### config.mk
export PLATFORM = sky130hd
export DESIGN_NAME = ird_decoder
export DESIGN_NICKNAME = d
export VERILOG_FILES = /design/src/rtl/ird_pkg.sv /design/src/rtl/ird_fifo.sv /design/src/rtl/ird_decoder.sv
export VERILOG_INCLUDE_DIRS = /design/src /design/src/rtl
export SDC_FILE = /design/constraint.sdc
export NUM_CORES = 1
export LEC_CHECK = 0
export ABC_AREA = 1
export BUFFER_PORTS_ARGS = -buffer_cell sky130_fd_sc_hd__buf_2
export CORE_MARGIN = 1.5
export CORE_UTILIZATION = 25
export DETAILED_ROUTE_END_ITERATION = 16
export HOLD_SLACK_MARGIN = 0.08
export MAX_ROUTING_LAYER = met4
export PLACE_DENSITY_LB_ADDON = 0.05
export SETUP_SLACK_MARGIN = 0.02
export SYNTH_ARGS = -nofsm -noshare
export SYNTH_HDL_FRONTEND = slang
export SYNTH_SLANG_ARGS = --single-unit
### constraint.sdc
create_clock -name sys_clk -period 3.2 [get_ports sys_clk]
set_clock_uncertainty 0.15 [all_clocks]
set_input_delay 0.16 -clock sys_clk [delete_from_list [all_inputs] [get_ports sys_clk]]
set_output_delay 0.16 -clock sys_clk [all_outputs]
set_load 0.02 [all_outputs]
### src/rtl/ird_regs.svh
`ifndef IRD_REGS_SVH
`define IRD_REGS_SVH

// Baud clock periods per decoded bit.
`define IRD_BIT_TICKS      5'd16
// Last value of the local counter.
`define IRD_CNT_MAX        4'hf
// Count at which the rebuilt receive line is updated.
`define IRD_CNT_UPDATE     4'h8
// Count at which the window for the next pulse opens.
`define IRD_CNT_WINDOW     4'hc
// Idle level of the rebuilt receive line.
`define IRD_RX_IDLE        1'b1
// FIFO geometry.
`define IRD_FIFO_WIDTH     1
`define IRD_FIFO_DEPTH     32

`endif

### src/rtl/ird_pkg.sv
package ird_pkg;

   typedef enum logic [1:0] {
      IRD_IDLE,
      IRD_WAIT,
      IRD_OPEN
   } ird_state_t;

endpackage

### src/rtl/ird_fifo.sv
`timescale 1ns/1ps
`default_nettype none

module ird_fifo #(
   parameter int WIDTH = 1,
   parameter int DEPTH = 32
) (
   // Clock and reset
   input  wire logic             sys_clk,
   input  wire logic             rst,
   // Fill side
   input  wire logic [WIDTH-1:0] in_data,
   input  wire logic             in_valid,
   output logic                  in_ready,
   // Drain side
   output logic      [WIDTH-1:0] out_data,
   output logic                  out_valid,
   input  wire logic             out_ready
);

   localparam int AW = $clog2(DEPTH);

   logic [WIDTH-1:0] mem [DEPTH];
   logic [AW-1:0]    wr_ptr;
   logic [AW-1:0]    rd_ptr;
   logic [AW:0]      count;
   logic [AW-1:0]    next_wr_ptr;
   logic [AW-1:0]    next_rd_ptr;
   logic [AW:0]      next_count;
   logic             push;
   logic             pop;

   assign in_ready  = (count != DEPTH[AW:0]);
   assign out_valid = (count != '0);
   assign out_data  = mem[rd_ptr];

   always_comb begin
      push        = in_valid && in_ready;
      pop         = out_valid && out_ready;
      next_wr_ptr = push ? wr_ptr + 1'b1 : wr_ptr;
      next_rd_ptr = pop ? rd_ptr + 1'b1 : rd_ptr;
      next_count  = count;
      if (push && !pop) begin
         next_count = count + 1'b1;
      end else if (pop && !push) begin
         next_count = count - 1'b1;
      end
   end

   always_ff @(posedge sys_clk) begin
      if (rst) begin
         wr_ptr <= '0;
         rd_ptr <= '0;
         count  <= '0;
      end else begin
         wr_ptr <= next_wr_ptr;
         rd_ptr <= next_rd_ptr;
         count  <= next_count;
      end
   end

   always_ff @(posedge sys_clk) begin
      if (push) begin
         mem[wr_ptr] <= in_data;
      end
   end

endmodule

`default_nettype wire

### src/rtl/ird_decoder.sv
// Function
// - Decode infrared pin input into a serial stream for the UART receiver.
// - All timing comes from the UART baud rate clock enable.
// - Each decoded bit spans sixteen baud clock periods.
// - When enabled, pin feeds decoder; UART receive line is driven internally.
// - Local baud counter runs zero to fifteen, timing output and window.
// - Rebuilt receive line lags the infrared stream by eight baud periods.
// - Falling edge of infrared input in idle or inside the window resets the local counter to zero.
// - At count eight the receive output takes the decoded bit.
// - At count twelve the window for the next pulse opens.
`timescale 1ns/1ps
`default_nettype none
`include "ird_regs.svh"

module ird_decoder (
   // Clock and reset
   input  wire logic sys_clk,
   input  wire logic rst,
   // Control
   input  wire logic decode_enable,
   input  wire logic baud_tick,
   // Infrared pin input
   input  wire logic infrared_receive_input,
   // To the UART receiver
   output logic      uart_rx,
   output logic      bit_valid,
   output logic      bit_data,
   input  wire logic bit_ready,
   output logic      overrun
);

   import ird_pkg::*;

   // Synchroniser and edge history.
   logic             pin_meta;
   logic             pin_sync;
   logic             pin_prev;
   logic             fall;

   // Decoder state.
   ird_state_t       state;
   ird_state_t       next_state;
   logic [3:0]       cnt;
   logic [3:0]       next_cnt;
   logic             pulse_seen;
   logic             next_pulse_seen;
   logic             rx_line;
   logic             next_rx_line;
   logic             push;
   logic             next_push;
   logic             push_data;
   logic             next_push_data;
   logic             fifo_ready;
   logic             fifo_valid;
   logic             fifo_data;
   logic             next_uart_rx;
   logic             next_bit_valid;
   logic             next_bit_data;
   logic             next_overrun;

   always_ff @(posedge sys_clk) begin
      if (rst) begin
         pin_meta <= 1'b1;
         pin_sync <= 1'b1;
         pin_prev <= 1'b1;
      end else begin
         pin_meta <= infrared_receive_input;
         pin_sync <= pin_meta;
         pin_prev <= pin_sync;
      end
   end

   assign fall = decode_enable && pin_prev && !pin_sync;

   always_comb begin
      next_state      = state;
      next_cnt        = cnt;
      next_pulse_seen = pulse_seen;
      next_rx_line    = rx_line;
      next_push       = 1'b0;
      next_push_data  = push_data;
      case (state)
         IRD_IDLE: begin
            if (fall) begin
               next_cnt        = 4'h0;
               next_pulse_seen = 1'b1;
               next_state      = IRD_WAIT;
            end
         end
         IRD_WAIT: begin
            if (baud_tick) begin
               next_cnt = (cnt == `IRD_CNT_MAX) ? 4'h0 : cnt + 4'h1;
               if (cnt + 4'h1 == `IRD_CNT_UPDATE) begin
                  next_rx_line    = !pulse_seen;
                  next_push       = 1'b1;
                  next_push_data  = !pulse_seen;
                  next_pulse_seen = 1'b0;
               end
               if (cnt + 4'h1 == `IRD_CNT_WINDOW) begin
                  next_state = IRD_OPEN;
               end
            end
         end
         IRD_OPEN: begin
            if (fall) begin
               next_cnt        = 4'h0;
               next_pulse_seen = 1'b1;
               next_state      = IRD_WAIT;
            end else if (baud_tick) begin
               next_cnt = (cnt == `IRD_CNT_MAX) ? 4'h0 : cnt + 4'h1;
               // window spans twelve through zero
               // The window stays open through count zero, because the synchroniser
               // delay makes an on-time pulse arrive just after the counter wraps.
               if (cnt == 4'h0) begin
                  next_state = IRD_WAIT;
               end
            end
         end
         default: begin
            next_state = IRD_IDLE;
         end
      endcase
      if (!decode_enable) begin
         next_state      = IRD_IDLE;
         next_cnt        = 4'h0;
         next_pulse_seen = 1'b0;
         next_push       = 1'b0;
         next_rx_line    = `IRD_RX_IDLE;
      end
   end

   always_ff @(posedge sys_clk) begin
      if (rst) begin
         state      <= IRD_IDLE;
         cnt        <= 4'h0;
         pulse_seen <= 1'b0;
         rx_line    <= `IRD_RX_IDLE;
         push       <= 1'b0;
         push_data  <= 1'b1;
      end else begin
         state      <= next_state;
         cnt        <= next_cnt;
         pulse_seen <= next_pulse_seen;
         rx_line    <= next_rx_line;
         push       <= next_push;
         push_data  <= next_push_data;
      end
   end

   // Decoded bits queue here, up to 32, so a slow UART can stall without losing bits.
   ird_fifo #(
      .WIDTH (`IRD_FIFO_WIDTH),
      .DEPTH (`IRD_FIFO_DEPTH)
   ) u_fifo (
      .sys_clk   (sys_clk),
      .rst       (rst),
      .in_data   (push_data),
      .in_valid  (push),
      .in_ready  (fifo_ready),
      .out_data  (fifo_data),
      .out_valid (fifo_valid),
      .out_ready (bit_ready && !bit_valid)
   );

   always_comb begin
      next_uart_rx   = rx_line;
      next_bit_valid = bit_valid && !bit_ready;
      next_bit_data  = bit_data;
      if (fifo_valid && bit_ready && !bit_valid) begin
         next_bit_valid = 1'b1;
         next_bit_data  = fifo_data;
      end
      // A full queue drops the new bit; the sticky flag tells the UART.
      next_overrun = overrun || (push && !fifo_ready);
   end

   always_ff @(posedge sys_clk) begin
      if (rst) begin
         uart_rx   <= `IRD_RX_IDLE;
         bit_valid <= 1'b0;
         bit_data  <= 1'b1;
         overrun   <= 1'b0;
      end else begin
         uart_rx   <= next_uart_rx;
         bit_valid <= next_bit_valid;
         bit_data  <= next_bit_data;
         overrun   <= next_overrun;
      end
   end

   // Helper counting ticks since the last accepted edge; edges before the window opens are ignored.
   logic [4:0] tick_gap;
   always_ff @(posedge sys_clk) begin
      if (rst || (fall && state != IRD_WAIT)) begin
         tick_gap <= 5'd0;
      end else if (baud_tick && tick_gap != 5'd31) begin
         tick_gap <= tick_gap + 5'd1;
      end
   end
endmodule

`default_nettype wire

==> impl_metrics.py, run 1 <==
metrics = {
    "run_status": {
        "outcome": "complete, no violations",
    },
    "finish": {
        "diodes": 0,
        "drive_gt1_share_pct": 12.83,
        "nNetsFinal": 439,
        "nFillCells": 1438,
        "design_area_sq_mm": 0.003918,
        "regArea_sq_mm": 0.001622,
        "utilization_pct": 29.70,
        "multi_input_area_sq_mm": 0.001483,
        "stdcell_count": 597,
        "area_growth_pct": 16.70,
    },
    "setup_path": {
        "cp_cell_sequence": "nor2_2 -> nand3_2 -> nor2_4 -> nor2_8 -> ha_1 -> inv_1 -> ha_1 -> nand3_1 -> nand3_1 -> nand2_1 -> nand2_1 -> nand2_1 -> nand2_1 -> nand2_1 -> a21oi_1",
        "critPathTopFamily": "simple AND/OR/NAND/NOR gates",
        "slowest_delay_ns": 0.40,
        "cp.required_ns": 3.31,
        "crit_buf_inv": 1,
        "cp-start-kind": "register",
        "slowest_stage": "dfxtp_1",
        "rrSetupSlack_ns": 0.78,
        "cp_common_cell": "nand2_1",
        "worst_ep_arrival_time_ns": 2.53,
        "cp_max_fo": 6,
        "end_kind": "register",
        "crit_type": "reg -> reg",
    },
    "synthesis": {
        "yosysWarningCount": 0,
        "syn_inst": 396,
        "yosysUniqueCellTypes": 39,
        "yosysSeqAreaShare_pct": 48.30,
        "syn_nets": 419,
        "syn_area_sq_mm": 0.003357,
        "avgSynthCellArea_sq_um": 8.477,
        "synth_top_area_share_pct": 28.62,
        "yosys.area.top_type": "edfxtp_1",
        "synth_seq_cells": 65,
        "netlist_top_cells_area": "edfxtp_1 29%, dfxtp_1 20%, nand2_1 9.2%",
    },
    "grt": {
        "grt_max_degree": 34,
        "antenna_found_initial": 0,
        "first_global_vias": 2581,
        "grt.total_usage_pct": 13.11,
        "grt_overflow_total": 0,
        "grt_pass1_wl_mm": 13.54,
    },
    "sta": {
        "fin_ws_ns": 0.7837,
        "worst_pin_slew_ns": 1.085,
        "rsz0062_at_grt": "no",
        "timing.final.crit_share_pct": 75.51,
        "relSlewSlack_pct": 27.56,
        "drv_slew": 0,
        "fmax_mhz": 413.9,
        "hold_ws_ns": 0.2690,
        "min_period_ns": 2.416,
        "fin_setup_tns_ns": 0,
        "finalSetupViolations": 0,
        "hold_viol_final": 0,
    },
    "die": {
        "chipWidth_microns": 118.9,
        "core_area_sq_mm": 0.01319,
        "start_util_pct": 25.45,
        "rows": 42,
        "die_y_microns": 118.9,
        "die-area_sq_mm": 0.01413,
        "ioPinCount": 10,
    },
    "pwr": {
        "internal_power_mw": 1.755,
        "vdd_drop_max_mv": 0.3477,
        "p_clk_share_pct": 34.5,
        "power_density_mw_per_mm2": 681.5,
        "design_power_total_mw": 2.670,
        "switchingPower_mw": 0.9153,
        "combPwrFrac_pct": 26.8,
        "seq_power_share_pct": 38.7,
        "p_leak_nw": 1.550,
        "switching_share_pct": 34.28,
    },
    "clocking": {
        "numCtsBuffers": 9,
        "clock_latency_ns": 0.33,
        "clk_pin_slew_worst_paths_ns": 0.05,
        "htreeDepth": 3,
        "cts_root_buf": "clkbuf_16",
        "clock_path_buffers": 2,
        "numClockSinks": 65,
        "cts_setup_buffers": 0,
        "cts_tree": "built",
        "ctsResizeCount": 0,
    },
    "run": {
        "drv_cap": 0,
    },
    "detailed_routing": {
        "post_drt_via_cell_ratio": 4.246,
        "drt_iter0_drc": 141,
        "routed_wirelength_mm": 8.040,
        "num_vias": 2535,
        "detail-route-antenna-nets": 0,
        "drcViolationCount": 0,
        "drtPass1Iterations": 4,
        "routedWlPerCell_microns": 13.47,
    },
    "placement": {
        "placedCellCount": 575,
        "place_ws_ns": 0.7727,
        "place.gp.congestion": 0.8235,
        "post_dp_cell_area_sq_mm": 0.003582,
        "dp_hpwl_mm": 5.468,
        "numPortBuffers": 9,
    },
    "min_path": {
        "hp-class": "reg -> reg",
    },
}
flip-flops by register name (all words and copies together), names as in the netlist, 2 cells and up:
name and flops:
u_fifo.mem 32, u_fifo.rd_ptr 5, cnt 4, u_fifo.count 6, state 2, u_fifo.wr_ptr 5
metal layers:
layer	vias to the layer above	part of all wire (%)	track usage, %
met4	0	2.3	6.777
met2	36	46	19.95
li1	1314	-	-
met1	1175	49	16.41
met5	-	0	-
met3	10	3.1	2.874
worst reg2reg max path, delay by kind of cell (launching register included):
family	cells	cell delay, ns
AND/OR/NAND/NOR	11	0.92
adder cells (fa/ha/maj)	2	0.63
flip-flops	1	0.40
AO/OA/AOI/OAI	1	0.12
buffers and inverters	1	0.11
power by group through the flow:
stage	clock network, mW	logic (mW)	registers [mW]
final	0.922	0.715	1.03
after floorplan	0	0.602	1.00
after detailed placement	0	0.726	1.05
after global routing	0.992	0.829	1.05
after CTS	0.955	0.733	1.04
after global placement	0	0.731	1.06
area by class of cell:
class | instances | share of cell area, %
timing repair buffer | 16 | 2.874
sequential | 65 | 41.39
inverter | 54 | 5.238
multi-input combinational | 270 | 37.85
clock inverter | 3 | 0.3833
clock buffer | 13 | 6.643
tap | 176 | 5.621
cell usage after synthesis:
library cell,number
o21ai_4,1
nor3_2,1
nand2_1,82
clkbuf_1,2
or2_1,1
nor2_4,1
nor2_2,3
nor3_1,4
edfxtp_1,32
nand2_8,1
xor2_2,1
inv_2,3
buf_6,2
fa_1,1
nor2_8,1
xnor2_1,2
xor2_1,3
nand4_2,1
dfxtp_1,33
buf_2,2
nand3_2,3
inv_4,1
a21boi_0,1
nand4_1,2
or2_2,3
nand3_1,32
nand2_2,3
buf_4,1
o21ai_0,18
inv_1,50
o21ai_1,2
nor2_1,53
o22ai_1,1
o21ai_2,1
nand2_4,3
a21oi_1,26
a21oi_2,1
ha_1,16
nor3b_2,2
placed cells by master, fill, tap and decap left out, types with 2 or more instances in the layout:
| cell | synthesis | routed |
|---|---|---|
| nand3_2 | 3 | 3 |
| clkbuf_16 | 0 | 9 |
| inv_2 | 3 | 3 |
| o21ai_0 | 18 | 18 |
| dfxtp_1 | 33 | 33 |
| nand2_4 | 3 | 3 |
| nor3_1 | 4 | 4 |
| nand2_1 | 82 | 82 |
| nand3_1 | 32 | 32 |
| buf_2 | 2 | 9 |
| ha_1 | 16 | 16 |
| or2_2 | 3 | 3 |
| clkbuf_8 | 0 | 2 |
| edfxtp_1 | 32 | 32 |
| o21ai_1 | 2 | 2 |
| nor3b_2 | 2 | 2 |
| nor2_1 | 53 | 53 |
| nand4_1 | 2 | 2 |
| clkbuf_1 | 2 | 2 |
| xnor2_1 | 2 | 2 |
| xor2_1 | 3 | 3 |
| clkinv_2 | 0 | 3 |
| dlygate4sd3_1 | 0 | 6 |
| a21oi_1 | 26 | 26 |
| nor2_2 | 3 | 3 |
| inv_1 | 50 | 50 |
| nand2_2 | 3 | 3 |
cell families after synthesis:
| group | synth area share, % |
|---|---|
| buf+inv | 7.529 |
| compound gates | 8.275 |
| xor+xnor | 1.789 |
| simple gates | 27.54 |
| flops | 48.30 |
| fa+ha+maj | 6.560 |
final timing paths:
path | from | endpoint | cells past startpoint
min reg2reg | pin_meta | pin_sync | 1
min | pin_meta | pin_sync | 1
max | u_fifo.count[0] | u_fifo.count[5] | 15
max reg2reg | u_fifo.count[0] | u_fifo.count[5] | 15
timing repair:
item | in CTS | in global routing
hold buffers | 6 | 0
endpoints found under the setup margin | 0 | 0
endpoints found under the hold margin | 5 | 0
No activity file was read; power rests on OpenSTA's default activity.
==> run 2: changes to the inputs <==
==> constraint.sdc (replaced) <==
create_clock -name sys_clk -period 2.2 [get_ports sys_clk]
set_clock_uncertainty 0.15 [all_clocks]
set_input_delay 0.11 -clock sys_clk [delete_from_list [all_inputs] [get_ports sys_clk]]
set_output_delay 0.11 -clock sys_clk [all_outputs]
set_load 0.02 [all_outputs]
==> run 2 against run 1 <==
Sequential power increased by 39%. Critical path depth shrank 1. Utilization rose by 1.7 points. Worst hold slack about the same. Global-route usage grew 0.066 points. Largest power group is now combinational cells.
==> impl_metrics.py, run 2 (synthesized netlist as in run 1, its figures left out) <==
metrics = {
    "grt": {
        "grt_max_degree": 33,
        "grt.total_usage_pct": 13.18,
        "antenna_found_initial": 0,
        "grt_overflow_total": 0,
        "first_global_vias": 2514,
        "grt_pass1_wl_mm": 13.59,
    },
    "detailed_routing": {
        "drt_iter0_drc": 130,
        "post_drt_via_cell_ratio": 4.262,
        "detail-route-antenna-nets": 0,
        "drtPass1Iterations": 6,
        "routed_wirelength_mm": 8.172,
        "num_vias": 2638,
        "routedWlPerCell_microns": 13.20,
        "drcViolationCount": 0,
    },
    "pwr": {
        "power_density_mw_per_mm2": 1014,
        "p_leak_nw": 1.659,
        "vdd_drop_max_mv": 0.2792,
    },
    "finish": {
        "multi_input_area_sq_mm": 0.001540,
        "nNetsFinal": 461,
        "largest_reg_flops": 32,
        "area_growth_pct": 23.22,
        "nFillCells": 1404,
        "top_regs": "u_fifo.mem (32), u_fifo.count (6)",
        "drive_gt1_share_pct": 17.61,
        "diodes": 0,
        "stdcell_count": 619,
        "top_register": "u_fifo.mem",
        "regArea_sq_mm": 0.001622,
        "final_common_cell": "nand2_1",
        "layout_common_cells": "82 x nand2_1, 53 x nor2_1, 49 x inv_1",
    },
    "setup_path": {
        "reg2reg_from": "u_fifo.count[0]",
        "r2r_cells": 14,
        "end_kind": "register",
        "cp.required_ns": 2.32,
        "endpoint": "u_fifo.count[5]",
        "cp-start-kind": "register",
        "rrSetupSlack_ns": 0.13,
        "cp_max_fo": 4,
        "worst_ep_arrival_time_ns": 2.19,
        "r2r_end": "u_fifo.count[5]",
        "crit_type": "reg -> reg",
        "critPathLaunch": "u_fifo.count[0]",
    },
    "sta": {
        "hold_viol_final": 0,
        "rsz0062_at_grt": "no",
        "worst_pin_slew_ns": 0.4249,
        "finalSetupViolations": 0,
        "min_period_ns": 2.068,
        "relSlewSlack_pct": 71.49,
        "fin_setup_tns_ns": 0,
        "timing.final.crit_share_pct": 93.99,
        "fmax_mhz": 483.6,
        "drv_slew": 0,
    },
    "clocking": {
        "htreeDepth": 3,
        "clock_path_buffers": 2,
        "clock_latency_ns": 0.33,
        "cts_root_buf": "clkbuf_16",
        "clk_pin_slew_worst_paths_ns": 0.05,
        "numClockSinks": 65,
        "numCtsBuffers": 9,
        "cts_tree": "built",
    },
    "run": {
        "drv_cap": 0,
    },
    "run_status": {
        "outcome": "complete, no violations",
    },
    "die": {
        "core_area_sq_mm": 0.01319,
        "start_util_pct": 25.45,
        "ioPinCount": 10,
        "chipWidth_microns": 118.9,
        "die_y_microns": 118.9,
        "die-area_sq_mm": 0.01413,
        "rows": 42,
    },
    "placement": {
        "dp_hpwl_mm": 5.568,
        "placedCellCount": 590,
        "numPortBuffers": 9,
        "place.gp.congestion": 0.8021,
    },
    "min_path": {
        "hp-class": "reg -> reg",
    },
}
## run 2: changes by cell type in the layout (fill, tap and decap cells not counted), sizes merged
cell         delta
buf            +19
clkbuf          +3
clkinv          -3
dlygate4sd3     +3
## run 2: layout make-up
type / count / share of cell area, %
multi-input combinational: 270 / 37.24
sequential: 65 / 39.20
tap: 176 / 5.324
inverter: 54 / 5.021
timing repair buffer: 38 / 6.897
clock buffer: 16 / 6.322
## run 2: per-layer routing
metal	wire, microns	global-route usage [%]	up-vias
met4	217	7.681	0
met5	0	-	-
met3	188	2.443	12
met2	3555	18.28	23
li1	-	-	1370
met1	4210	17.90	1233
## run 2: repair_timing
action / 4_1_cts / 5_1_grt
pin swaps: 2 / 2
endpoints found under the hold margin: 13 / 0
hold buffers: 9 / 0
resized for setup: 3 / 8
buffers inserted: 2 / 2
endpoints found under the setup margin: 3 / 3
## run 2: critical path, cell delays in order, from the launching register on
cell	delay, ns
dfxtp_1	0.32
nor2_2	0.15
nand3_2	0.11
nor2_4	0.16
nor2_8	0.06
ha_4	0.17
inv_4	0.08
ha_1	0.23
nand3_1	0.10
nand3_2	0.09
nand2_1	0.09
nand3_1	0.07
nand2_1	0.07
nand2_1	0.05
a21oi_2	0.11
## run 2: through the flow
step	utilization, %	power [mW]	setup WS, ns	hold WS (ns)	cell area, sq um
after global placement	28.11	2.755	0.04632	0.1445	3707
after floorplan	-	2.352	0.02826	0.06381	3369
after CTS	30.98	4.160	0.01853	0.2725	4086
after detailed placement	28.11	2.738	-0.003417	0.1486	3707
after global routing	31.36	4.507	0.002001	0.3057	4136
final	31.36	4.193	0.1323	0.2685	4136
## run 2: power breakdown
part	leakage, nW	internal [mW]	switching, mW
Sequential	0.547	1.35	0.0758
Clock	0.125	0.796	0.511
Combinational	0.986	0.625	0.831
## run 2: worst min-delay path by stage
stage	slack, ns	endpoint	from	cells after the start
after floorplan	0.06	pin_meta	infrared_receive_input	1
after global placement	0.14	pin_meta	infrared_receive_input	2
after detailed placement	0.15	pin_meta	infrared_receive_input	2
after CTS	0.27	pin_sync	pin_meta	1
after global routing	0.31	pin_prev	pin_sync	2
final	0.27	pin_sync	pin_meta	1
==> run 3: changes to the inputs <==
--- a/config.mk
+++ b/config.mk
@@ -11,6 +11,7 @@
 export CORE_MARGIN = 1.5
 export CORE_UTILIZATION = 25
 export DETAILED_ROUTE_END_ITERATION = 16
+export GPL_TIMING_DRIVEN = 0
 export HOLD_SLACK_MARGIN = 0.08
 export MAX_ROUTING_LAYER = met4
 export PLACE_DENSITY_LB_ADDON = 0.05
==> run 3 against run 2 <==
Largest power group is now registers. Routed wire length decreased by 2.5%. Setup slack worse by 0.047 ns. Utilization shrank 0.25 points. Worst hold slack improved by 0.0015 ns. Clock power up 4%.
==> impl_metrics.py, run 3 (synthesized netlist as in run 1, its figures left out) <==
metrics = {
    "die": {
        "chipWidth_microns": 118.9,
        "ioPinCount": 10,
        "start_util_pct": 25.45,
        "die_y_microns": 118.9,
        "core_area_sq_mm": 0.01319,
        "rows": 42,
        "die-area_sq_mm": 0.01413,
    },
    "pwr": {
        "switching_share_pct": 33.82,
        "internal_power_mw": 2.790,
        "switchingPower_mw": 1.426,
        "p_clk_share_pct": 32.3,
        "vdd_drop_max_mv": 0.2949,
        "seq_power_share_pct": 35.0,
        "combPwrFrac_pct": 32.7,
        "p_leak_nw": 1.623,
        "power_density_mw_per_mm2": 1027,
    },
    "detailed_routing": {
        "post_drt_via_cell_ratio": 4.233,
        "drt_iter0_drc": 175,
        "detail-route-antenna-nets": 0,
        "routedWlPerCell_microns": 13.07,
        "num_vias": 2582,
        "drcViolationCount": 0,
        "drtPass1Iterations": 5,
        "routed_wirelength_mm": 7.971,
    },
    "setup_path": {
        "slowest_delay_ns": 0.36,
        "cp_common_cell": "nand2_1",
        "slowest_stage": "dfxtp_4",
        "cp_cell_sequence": "nor2_4 -> nand3_2 -> nor2_4 -> nor2_8 -> ha_4 -> inv_6 -> ha_1 -> nand3_2 -> nand3_2 -> nand2_2 -> nand2_1 -> nand2_1 -> nand2_1 -> nand2_1 -> a21oi_1",
        "end_kind": "register",
        "crit_type": "reg -> reg",
        "critPathTopFamily": "simple AND/OR/NAND/NOR gates",
        "cp.required_ns": 2.24,
        "cp-start-kind": "register",
        "worst_ep_arrival_time_ns": 2.15,
        "cp_max_fo": 4,
        "crit_buf_inv": 1,
    },
    "placement": {
        "place.gp.congestion": 0.7220,
        "post_dp_cell_area_sq_mm": 0.003635,
        "dp_hpwl_mm": 5.363,
        "numPortBuffers": 9,
    },
    "clocking": {
        "numCtsBuffers": 9,
        "cts_tree": "built",
        "htreeDepth": 3,
        "clk_pin_slew_worst_paths_ns": 0.05,
        "cts_root_buf": "clkbuf_16",
        "clock_latency_ns": 0.33,
        "numClockSinks": 65,
        "clock_path_buffers": 2,
    },
    "sta": {
        "rsz0062_at_grt": "yes",
        "timing.final.crit_share_pct": 96.14,
        "finalSetupViolations": 0,
        "drv_slew": 0,
        "fin_setup_tns_ns": 0,
        "relSlewSlack_pct": 26.52,
        "hold_viol_final": 0,
        "fmax_mhz": 472.8,
        "min_period_ns": 2.115,
        "worst_pin_slew_ns": 1.101,
    },
    "grt": {
        "grt.total_usage_pct": 12.67,
        "antenna_found_initial": 0,
        "grt_overflow_total": 0,
        "grt_max_degree": 34,
        "first_global_vias": 2519,
        "grt_pass1_wl_mm": 13.22,
    },
    "finish": {
        "design_area_sq_mm": 0.004104,
        "drive_gt1_share_pct": 17.05,
        "area_growth_pct": 22.25,
        "utilization_pct": 31.11,
        "diodes": 0,
        "final_common_cell": "nand2_1",
        "largest_reg_flops": 32,
        "nNetsFinal": 452,
        "top_register": "u_fifo.mem",
        "top_regs": "u_fifo.mem (32), u_fifo.count (6)",
        "nFillCells": 1437,
        "layout_common_cells": "81 x nand2_1, 53 x nor2_1, 49 x inv_1",
    },
    "run": {
        "drv_cap": 0,
    },
    "min_path": {
        "hp-class": "reg -> reg",
    },
    "run_status": {
        "outcome": "complete, no violations",
    },
}
-- run 3: cell count changes in the layout (fill, tap and decap cells not counted), sizes merged --
cell         delta
clkbuf          -3
dlygate4sd3     -2
clkinv          +4
buf             -9
bufinv          +1
-- run 3: timing repair --
| action | in CTS | in global routing |
|---|---|---|
| pin swaps | 7 | 7 |
| resized for setup | 12 | 9 |
| hold buffers | 7 | 0 |
| endpoints found under the hold margin | 9 | 0 |
| endpoints found under the setup margin | 4 | 3 |
| setup buffers | 3 | 3 |
| gates cloned | 0 | 0 |
-- run 3: area by class of cell --
cell class                      instances  area, sq um  area share [%]
Timing Repair Buffer                   22        160.2           3.902
Multi-Input combinational cell        270         1555           37.90
Inverter                               54        210.2           5.122
Sequential cell                        65         1632           39.76
Buffer                                  7        47.55           1.159
Tap cell                              176        220.2           5.366
Clock inverter                          5        46.29           1.128
Clock buffer                           11        232.7           5.671
-- run 3: through the flow --
stage	std cells	setup WS [ns]	hold WS [ns]	power [mW]
CTS	607	0.02263	0.2767	4.195
global placement	581	-0.2398	0.1431	2.659
floorplan	396	0.02826	0.06381	2.352
global route	610	-0.02364	0.2999	4.501
detailed placement	581	-0.2435	0.1457	2.656
finish	610	0.08485	0.2700	4.215
-- run 3: per-layer routing --
layer | vias to the layer above | track usage [%] | wire [microns]
li1 | 1351 | - | -
met1 | 1203 | 16.22 | 3999
met2 | 24 | 18.97 | 3670
met3 | 4 | 4.167 | 222
met4 | 0 | 4.066 | 78
met5 | - | - | 0
-- run 3: path summary, 6_finish.rpt --
path	slack (ns)	cells past startpoint	from	to
worst min register to register	0.27	1	pin_meta	pin_sync
worst max register to register	0.08	15	u_fifo.count[2]	u_fifo.count[5]
worst min-delay path	0.27	1	pin_meta	pin_sync
worst max-delay path	0.08	15	u_fifo.count[2]	u_fifo.count[5]
-- run 3: power groups by stage --
stage | clock network (mW) | logic (mW) | registers [mW]
detailed placement | 0 | 1.19 | 1.46
global route | 1.47 | 1.54 | 1.50
floorplan | 0 | 0.890 | 1.46
finish | 1.36 | 1.38 | 1.48
global placement | 0 | 1.20 | 1.46
CTS | 1.42 | 1.31 | 1.47
